--- src/core/ref_pkg.sv ---
// Constants for the regulator event flag block.
// Assumes an 8-bit register port driven by the serial interface logic.
package ref_pkg;
    localparam logic [7:0] ADDR_RESET_EVENT  = 8'h1a;
    localparam logic [7:0] ADDR_SW_EVENT     = 8'h1b;
    localparam logic [7:0] ADDR_LIN_EVENT    = 8'h1c;
    localparam logic [7:0] ADDR_SOFT_RESET   = 8'h18;
    localparam logic [7:0] ADDR_SUMMARY      = 8'h19;
    localparam logic [7:0] FLAGS_RESET_VALUE = 8'h00;
    // Flag positions; the REG0/REG1 ones are shared by both regulator registers
    localparam int BIT_RESET_EVENT   = 0;
    localparam int BIT_REG0_CURLIMIT = 0;
    localparam int BIT_REG0_SHORT    = 1;
    localparam int BIT_REG0_PGOOD    = 2;
    localparam int BIT_REG1_CURLIMIT = 4;
    localparam int BIT_REG1_SHORT    = 5;
    localparam int BIT_REG1_PGOOD    = 6;
    localparam int BIT_SOFT_RESET    = 0;
    localparam int BIT_SW_SUMMARY    = 5;
    localparam int BIT_LIN_SUMMARY   = 6;
    // Implemented bits; 7 and 3 are reserved in the regulator registers, 7:1 in the reset register
    localparam logic [7:0] REG_EVENT_MASK = 8'h77;
    localparam logic [7:0] RST_EVENT_MASK = 8'h01;
    // Short-circuit qualification time
    localparam int  CLK_HZ        = 25_000_000;
    localparam int  SHORT_TIME_US = 1000;
    localparam int  SHORT_CYCLES  = (CLK_HZ / 1_000_000) * SHORT_TIME_US + 1;
    localparam int  SHORT_CNT_W   = 16;
    localparam int  NUM_SHORT     = 4;
endpackage

--- src/core/ref_event_flags.sv ---
// Latched write-one-to-clear event flags for the regulator power manager.
// Assumes sync inputs from the analog detectors and a byte register port.
// Assumes the serial interface turns each host access into a one-cycle strobe.
// Assumes the sequencer acts on the reset and startup strobes it receives.
`timescale 1ns/100ps
`default_nettype none
module ref_event_flags (
    input  wire logic       sys_clk,
    input  wire logic       rst,
    input  wire logic       analog_supply_low,
    input  wire logic [1:0] sw_powergood_event,
    input  wire logic [1:0] sw_below_short,
    input  wire logic [1:0] sw_curlimit_active,
    input  wire logic [1:0] lin_powergood_event,
    input  wire logic [1:0] lin_below_short,
    input  wire logic [1:0] lin_curlimit_active,
    input  wire logic       reg_wr,
    input  wire logic       reg_rd,
    input  wire logic [7:0] reg_addr,
    input  wire logic [7:0] reg_wdata,
    output logic      [7:0] reg_rdata,
    output logic            sw_summary_flag,
    output logic            linear_summary_flag,
    output logic            regulators_off,
    output logic            defaults_load,
    output logic            startup_start,
    output logic            serial_if_reset
);
    import ref_pkg::*;

    // ------------------------------------------------------------
    // State
    // ------------------------------------------------------------
    typedef struct packed {
        logic [7:0]                      reset_event_flags;
        logic [7:0]                      switcher_event_flags;
        logic [7:0]                      linear_event_flags;
        logic [NUM_SHORT-1:0][SHORT_CNT_W-1:0] short_cnt;
        logic [NUM_SHORT-1:0]            short_done;
        logic [7:0]                      rdata;
        logic                            supply_low_d;
        logic                            soft_reset_pulse;
        logic                            reset_pulse;
        logic                            startup_pulse;
    } ref_state_t;

    ref_state_t st_reg;
    ref_state_t st_next;

    logic [NUM_SHORT-1:0] below_vec;
    logic [NUM_SHORT-1:0] short_hit;
    logic [7:0]           sw_set;
    logic [7:0]           lin_set;
    logic                 reset_event;
    logic                 soft_req;

    // Switcher timers take indices 0 and 1, linear timers 2 and 3
    assign below_vec = {lin_below_short, sw_below_short};

    // ------------------------------------------------------------
    // Short-circuit qualification timers
    // ------------------------------------------------------------
    // Timer fires once per low period, restarting only when the below input drops or on a reset event, so a held short does
    // not re-set a flag the host has just cleared.
    // Counter stops at the hit value while below, so it cannot wrap.
    genvar gi;
    generate
        for (gi = 0; gi < NUM_SHORT; gi++) begin : g_short
            assign short_hit[gi] = below_vec[gi] && !st_reg.short_done[gi]
                && (st_reg.short_cnt[gi] == SHORT_CNT_W'(SHORT_CYCLES - 1));
        end
    endgenerate

    // ------------------------------------------------------------
    // Event set vectors
    // ------------------------------------------------------------
    // Level inputs set their flag on every cycle they stand high, so a
    // clear-write during an active current limit is overridden at once.
    always_comb begin
        sw_set = 8'h00;
        lin_set = 8'h00;
        sw_set[BIT_REG1_PGOOD]    = sw_powergood_event[1];
        sw_set[BIT_REG0_PGOOD]    = sw_powergood_event[0];
        sw_set[BIT_REG1_SHORT]    = short_hit[1];
        sw_set[BIT_REG0_SHORT]    = short_hit[0];
        sw_set[BIT_REG1_CURLIMIT] = sw_curlimit_active[1];
        sw_set[BIT_REG0_CURLIMIT] = sw_curlimit_active[0];
        lin_set[BIT_REG1_PGOOD]    = lin_powergood_event[1];
        lin_set[BIT_REG0_PGOOD]    = lin_powergood_event[0];
        lin_set[BIT_REG1_SHORT]    = short_hit[3];
        lin_set[BIT_REG0_SHORT]    = short_hit[2];
        lin_set[BIT_REG1_CURLIMIT] = lin_curlimit_active[1];
        lin_set[BIT_REG0_CURLIMIT] = lin_curlimit_active[0];
    end

    // ------------------------------------------------------------
    // Reset event
    // ------------------------------------------------------------
    // soft reset request
    assign soft_req = reg_wr && (reg_addr == ADDR_SOFT_RESET) && reg_wdata[BIT_SOFT_RESET];
    // Only the rising edge counts; a supply held low does not keep flags cleared
    // undervoltage edge or soft reset
    assign reset_event = (analog_supply_low && !st_reg.supply_low_d) || soft_req;

    // ------------------------------------------------------------
    // Next state
    // ------------------------------------------------------------
    always_comb begin
        st_next = st_reg;
        st_next.supply_low_d     = analog_supply_low;
        st_next.soft_reset_pulse = soft_req;
        st_next.reset_pulse      = reset_event;
        st_next.startup_pulse    = st_reg.reset_pulse;

        for (int i = 0; i < NUM_SHORT; i++) begin
            if (!below_vec[i]) begin
                st_next.short_cnt[i]  = '0;
                st_next.short_done[i] = 1'b0;
            end else if (short_hit[i]) begin
                st_next.short_done[i] = 1'b1;
            end else if (!st_reg.short_done[i]) begin
                st_next.short_cnt[i] = st_reg.short_cnt[i] + SHORT_CNT_W'(1);
            end
        end

        // Clear-writes apply first and sets after, so no event falls in the gap
        // write one clears
        if (reg_wr && reg_addr == ADDR_RESET_EVENT)
            st_next.reset_event_flags = st_reg.reset_event_flags & ~reg_wdata;
        if (reg_wr && reg_addr == ADDR_SW_EVENT)
            st_next.switcher_event_flags = st_reg.switcher_event_flags & ~reg_wdata;
        if (reg_wr && reg_addr == ADDR_LIN_EVENT)
            st_next.linear_event_flags = st_reg.linear_event_flags & ~reg_wdata;

        st_next.switcher_event_flags = (st_next.switcher_event_flags | sw_set) & REG_EVENT_MASK;
        st_next.linear_event_flags   = (st_next.linear_event_flags | lin_set) & REG_EVENT_MASK;

        // Pending regulator flags are dropped with the rest of the defaults
        // defaults on reset event
        if (reset_event) begin
            st_next.switcher_event_flags = FLAGS_RESET_VALUE;
            st_next.linear_event_flags   = FLAGS_RESET_VALUE;
            for (int i = 0; i < NUM_SHORT; i++) begin
                st_next.short_cnt[i]  = '0;
                st_next.short_done[i] = 1'b0;
            end
        end
        if (reset_event)
            st_next.reset_event_flags[BIT_RESET_EVENT] = 1'b1;
        st_next.reset_event_flags = st_next.reset_event_flags & RST_EVENT_MASK;

        // Read data is registered and stands until the next read strobe
        if (reg_rd) begin
            case (reg_addr)
                ADDR_RESET_EVENT: st_next.rdata = st_reg.reset_event_flags;
                ADDR_SW_EVENT:    st_next.rdata = st_reg.switcher_event_flags;
                ADDR_LIN_EVENT:   st_next.rdata = st_reg.linear_event_flags;
                ADDR_SUMMARY: begin
                    st_next.rdata = 8'h00;
                    st_next.rdata[BIT_SW_SUMMARY]  = |st_reg.switcher_event_flags;
                    st_next.rdata[BIT_LIN_SUMMARY] = |st_reg.linear_event_flags;
                end
                default:          st_next.rdata = 8'h00;
            endcase
        end
    end

    // ------------------------------------------------------------
    // Registers
    // ------------------------------------------------------------
    // System reset clears everything, the reset-event flag included
    always_ff @(posedge sys_clk) begin
        if (rst) begin
            st_reg <= '0;
        end else begin
            st_reg <= st_next;
        end
    end

    // ------------------------------------------------------------
    // Outputs
    // ------------------------------------------------------------
    assign reg_rdata = st_reg.rdata;
    // Summary bits follow the flags, so they drop with the last clear
    // switcher summary
    assign sw_summary_flag = |st_reg.switcher_event_flags;
    assign linear_summary_flag = |st_reg.linear_event_flags;
    assign regulators_off  = st_reg.reset_pulse;
    assign defaults_load   = st_reg.reset_pulse;
    assign startup_start   = st_reg.startup_pulse;
    assign serial_if_reset = st_reg.soft_reset_pulse;
endmodule
`default_nettype wire

--- config.mk ---
export PLATFORM = sky130hd
export DESIGN_NAME = ref_event_flags
export DESIGN_NICKNAME = d
export VERILOG_FILES = /design/src/core/ref_pkg.sv /design/src/core/ref_event_flags.sv
export SDC_FILE = /design/constraint.sdc
export NUM_CORES = 1
export LEC_CHECK = 0
export ABC_AREA = 1
export BUFFER_PORTS_ARGS = -buffer_cell sky130_fd_sc_hd__buf_2
export CAP_MARGIN = 20
export CORE_MARGIN = 2
export CORE_UTILIZATION = 53
export CTS_BUF_LIST = sky130_fd_sc_hd__clkbuf_2
export DETAILED_ROUTE_END_ITERATION = 16
export PLACE_DENSITY = 0.72
export SYNTH_ARGS = -nofsm -noshare
export SYNTH_HDL_FRONTEND = slang
export SYNTH_SLANG_ARGS = --single-unit
--- constraint.sdc ---
create_clock -name sys_clk -period 2.37 [get_ports sys_clk]
set_clock_uncertainty 0.1 [all_clocks]
set_input_delay 0.5925 -clock sys_clk [delete_from_list [all_inputs] [get_ports sys_clk]]
set_output_delay 0.5925 -clock sys_clk [all_outputs]
set_load 0.01 [all_outputs]
==> impl_metrics.json <==
{
  "hold_buffers": 0,
  "period_share_pct": 87.7,
  "diodes": 0,
  "hp-class": "primary input to register",
  "crit_buf_inv": 1,
  "path_clk_slew_ns": 0.25,
  "h-tree-depth": 3,
  "r2r_slack_ns": 0.29,
  "outcome": "finished clean",
  "slowest_stage": "a21oi_1",
  "internal_power_uw": 1850,
  "cts.repair.resized": 0,
  "final_max_slew_viol_count": 0,
  "fp.dieH_um": 105,
  "numPortBuffers": 42,
  "cp.arrival_ns": 2.45,
  "grtUsageMet2_pct": 36.5,
  "setup_violations": 0,
  "slew_headroom_pct": 34.5,
  "crit_end": "st_reg[68]",
  "final_nets": 897,
  "synthTopCellsByArea": "dfxtp_1 34%, nand2_1 18%, nor2_1 7.8%",
  "swShare_pct": 25.6,
  "die_x_um": 105,
  "clock-sinks": 91,
  "yosys_warnings": 0,
  "grt_first_pass_wirelength_um": 20400,
  "synth_edf_count": 0,
  "synth_flop_cell": "dfxtp_1",
  "yosysMostFrequentCell": "nand2_1",
  "crit_chain": "inv_1, ha_1, nand3_1, nor2_1, a21oi_1, nand2_1, a21oi_1",
  "track_usage_pct": 22.2,
  "ir_worst_vdd_uv": 200,
  "power.share.clock_pct": 31.1,
  "cts_max_path_buffers": 2,
  "async_flop_share_pct": 0,
  "initial_core_util_pct": 54.7,
  "drv_cap": 0,
  "met1_usage_pct": 30.2,
  "worstReg2RegEnd": "st_reg[68]",
  "grt_overflow": 0,
  "grt_max_degree": 19,
  "path_max_fanout": 12,
  "dr.pass1.iters": 5,
  "rsz0062_at_grt": "no",
  "die-area_um2": 11000,
  "fin_tns_setup_ns": 0,
  "pin_count": 47,
  "finalHoldViolations": 0,
  "drcViolationCount": 0,
  "pwr-share-comb_pct": 5.9,
  "seqPwrFrac_pct": 63.0,
  "worst_slew_pin_slew_ns": 0.983,
  "placed_cells": 978,
  "vias": 5114,
  "yosysSeqAreaShare_pct": 33.9,
  "path_depth": 7,
  "fin_cells": 994,
  "root_buffer": "clkbuf_2",
  "routed_wl_um": 11800,
  "gp_congestion": 0.847,
  "critPathTopFamily": "compound AO/OA/AOI/OAI gates",
  "antenna_found_initial": 0,
  "grt.met3_usage_pct": 2.87,
  "synth-seq-cells": 91,
  "grt_pass1_vias": 4626,
  "yosysUniqueCellTypes": 36,
  "p_switching_uw": 637,
  "r2r_cells": 7,
  "mappedNetlistArea_um2": 5370,
  "drive_gt1_share_pct": 13.4,
  "final_util_pct": 58.0,
  "endpoint_kind": "register",
  "crit_start": "st_reg[64]",
  "synthTopCellsByCount": "251 x nand2_1, 112 x nor2_1, 91 x dfxtp_1",
  "drt_iter0_drc": 185,
  "avgSynthCellArea_um2": 6.51,
  "wl_per_cell_um": 11.9,
  "viasPerCell": 5.14,
  "synth_top_area_share_pct": 33.9,
  "power_leakage_uw": 0.00219,
  "clkLatencyLatePin_ns": 0.56,
  "hpwl_um": 8760,
  "largest_reg_flops": 82,
  "worstPathRequired_ns": 2.74,
  "min_period_ns": 2.08,
  "power_density_nw_per_um2": 436,
  "cts_tree": "done",
  "timing.rr.start": "st_reg[64]",
  "cts_buffers": 9,
  "synth_top_cell_by_area": "dfxtp_1",
  "max_freq_ghz": 0.481,
  "finalPower_uw": 2490,
  "worstSetupStartpointType": "register",
  "rows": 36,
  "core_um2": 9820,
  "cp_common_cell": "a21oi_1",
  "critical_path_class": "register to register",
  "synthToLayoutAreaGrowth_pct": 6.11,
  "synthCells": 825,
  "post_cts_buffers": 0,
  "grt_busiest_layer": "met2",
  "drtAntennaViolNets": 0,
  "cpPeakStageDelay_ns": 0.78
}
==> cell type report <==
type	count	area, um2
Fill cell	991	4120
Multi-Input combinational cell	620	3020
Sequential cell	91	1820
Clock inverter	5	53.8
Timing Repair Buffer	49	263
Clock buffer	11	55.1
Tap cell	133	166
Inverter	85	322
==> cell families after synthesis <==
group,Yosys count,share of synthesized area [%]
adder cells (fa/ha/maj),8,1.86
AND/OR/NAND/NOR,508,41.8
other,1,0.0698
XOR/XNOR,26,4.24
flip-flops,91,33.9
buffers and inverters,115,9.97
AO/OA/AOI/OAI,76,8.13
==> layer usage <==
layer	up-vias	routed length, um
li1	2674	-
met1	2294	5830
met5	-	0
met2	129	5190
met4	0	208
met3	17	611
==> worst register-to-register path: stages (launching register included) <==
cell	delay, ns
dfxtp_1	0.42
inv_1	0.08
ha_1	0.20
nand3_1	0.08
nor2_1	0.08
a21oi_1	0.78
nand2_1	0.13
a21oi_1	0.15
==> stage by stage <==
step,area [um2],hold WS (ns),worst slack [ns]
final,5700,0.119,0.291
after global routing,5700,0.118,0.0986
after CTS,5700,0.111,0.293
after detailed placement,5590,0.354,0.207
after global placement,5590,0.350,0.267
after floorplan,5370,0.345,0.628
==> power by group through the flow <==
stage	clock network (uW)	logic, uW	registers, uW
5_1_grt	862	165	1570
3_5_place_dp	0	145	1600
3_3_place_gp	0	143	1590
2_1_floorplan	0	90.8	1590
6_report	772	147	1570
4_1_cts	789	146	1570
==> cells in the final DEF, fill, tap and decap left out, drive strengths merged, types with 3 or more instances in the layout <==
cell type / instances
a21oi: 69
buf: 49
clkbuf: 11
clkinv: 3
dfxtp: 91
ha: 8
inv: 84
nand2: 263
nand3: 81
nand3b: 4
nand4: 29
nor2: 123
nor3: 4
o21ai: 7
xnor2: 5
xor2: 21
==> worst min path at each step <==
stage	from	endpoint	slack [ns]	cells after the start
3_5_place_dp	reg_rdata[6]	reg_rdata[6]	0.35	2
2_1_floorplan	reg_rdata[0]	reg_rdata[0]	0.34	2
6_report	lin_curlimit_active[1]	st_reg[84]	0.12	3
4_1_cts	lin_curlimit_active[1]	st_reg[84]	0.11	3
5_1_grt	lin_curlimit_active[1]	st_reg[84]	0.12	3
3_3_place_gp	reg_rdata[6]	reg_rdata[6]	0.35	2
Note: power is estimated with default switching activity, not from simulation.
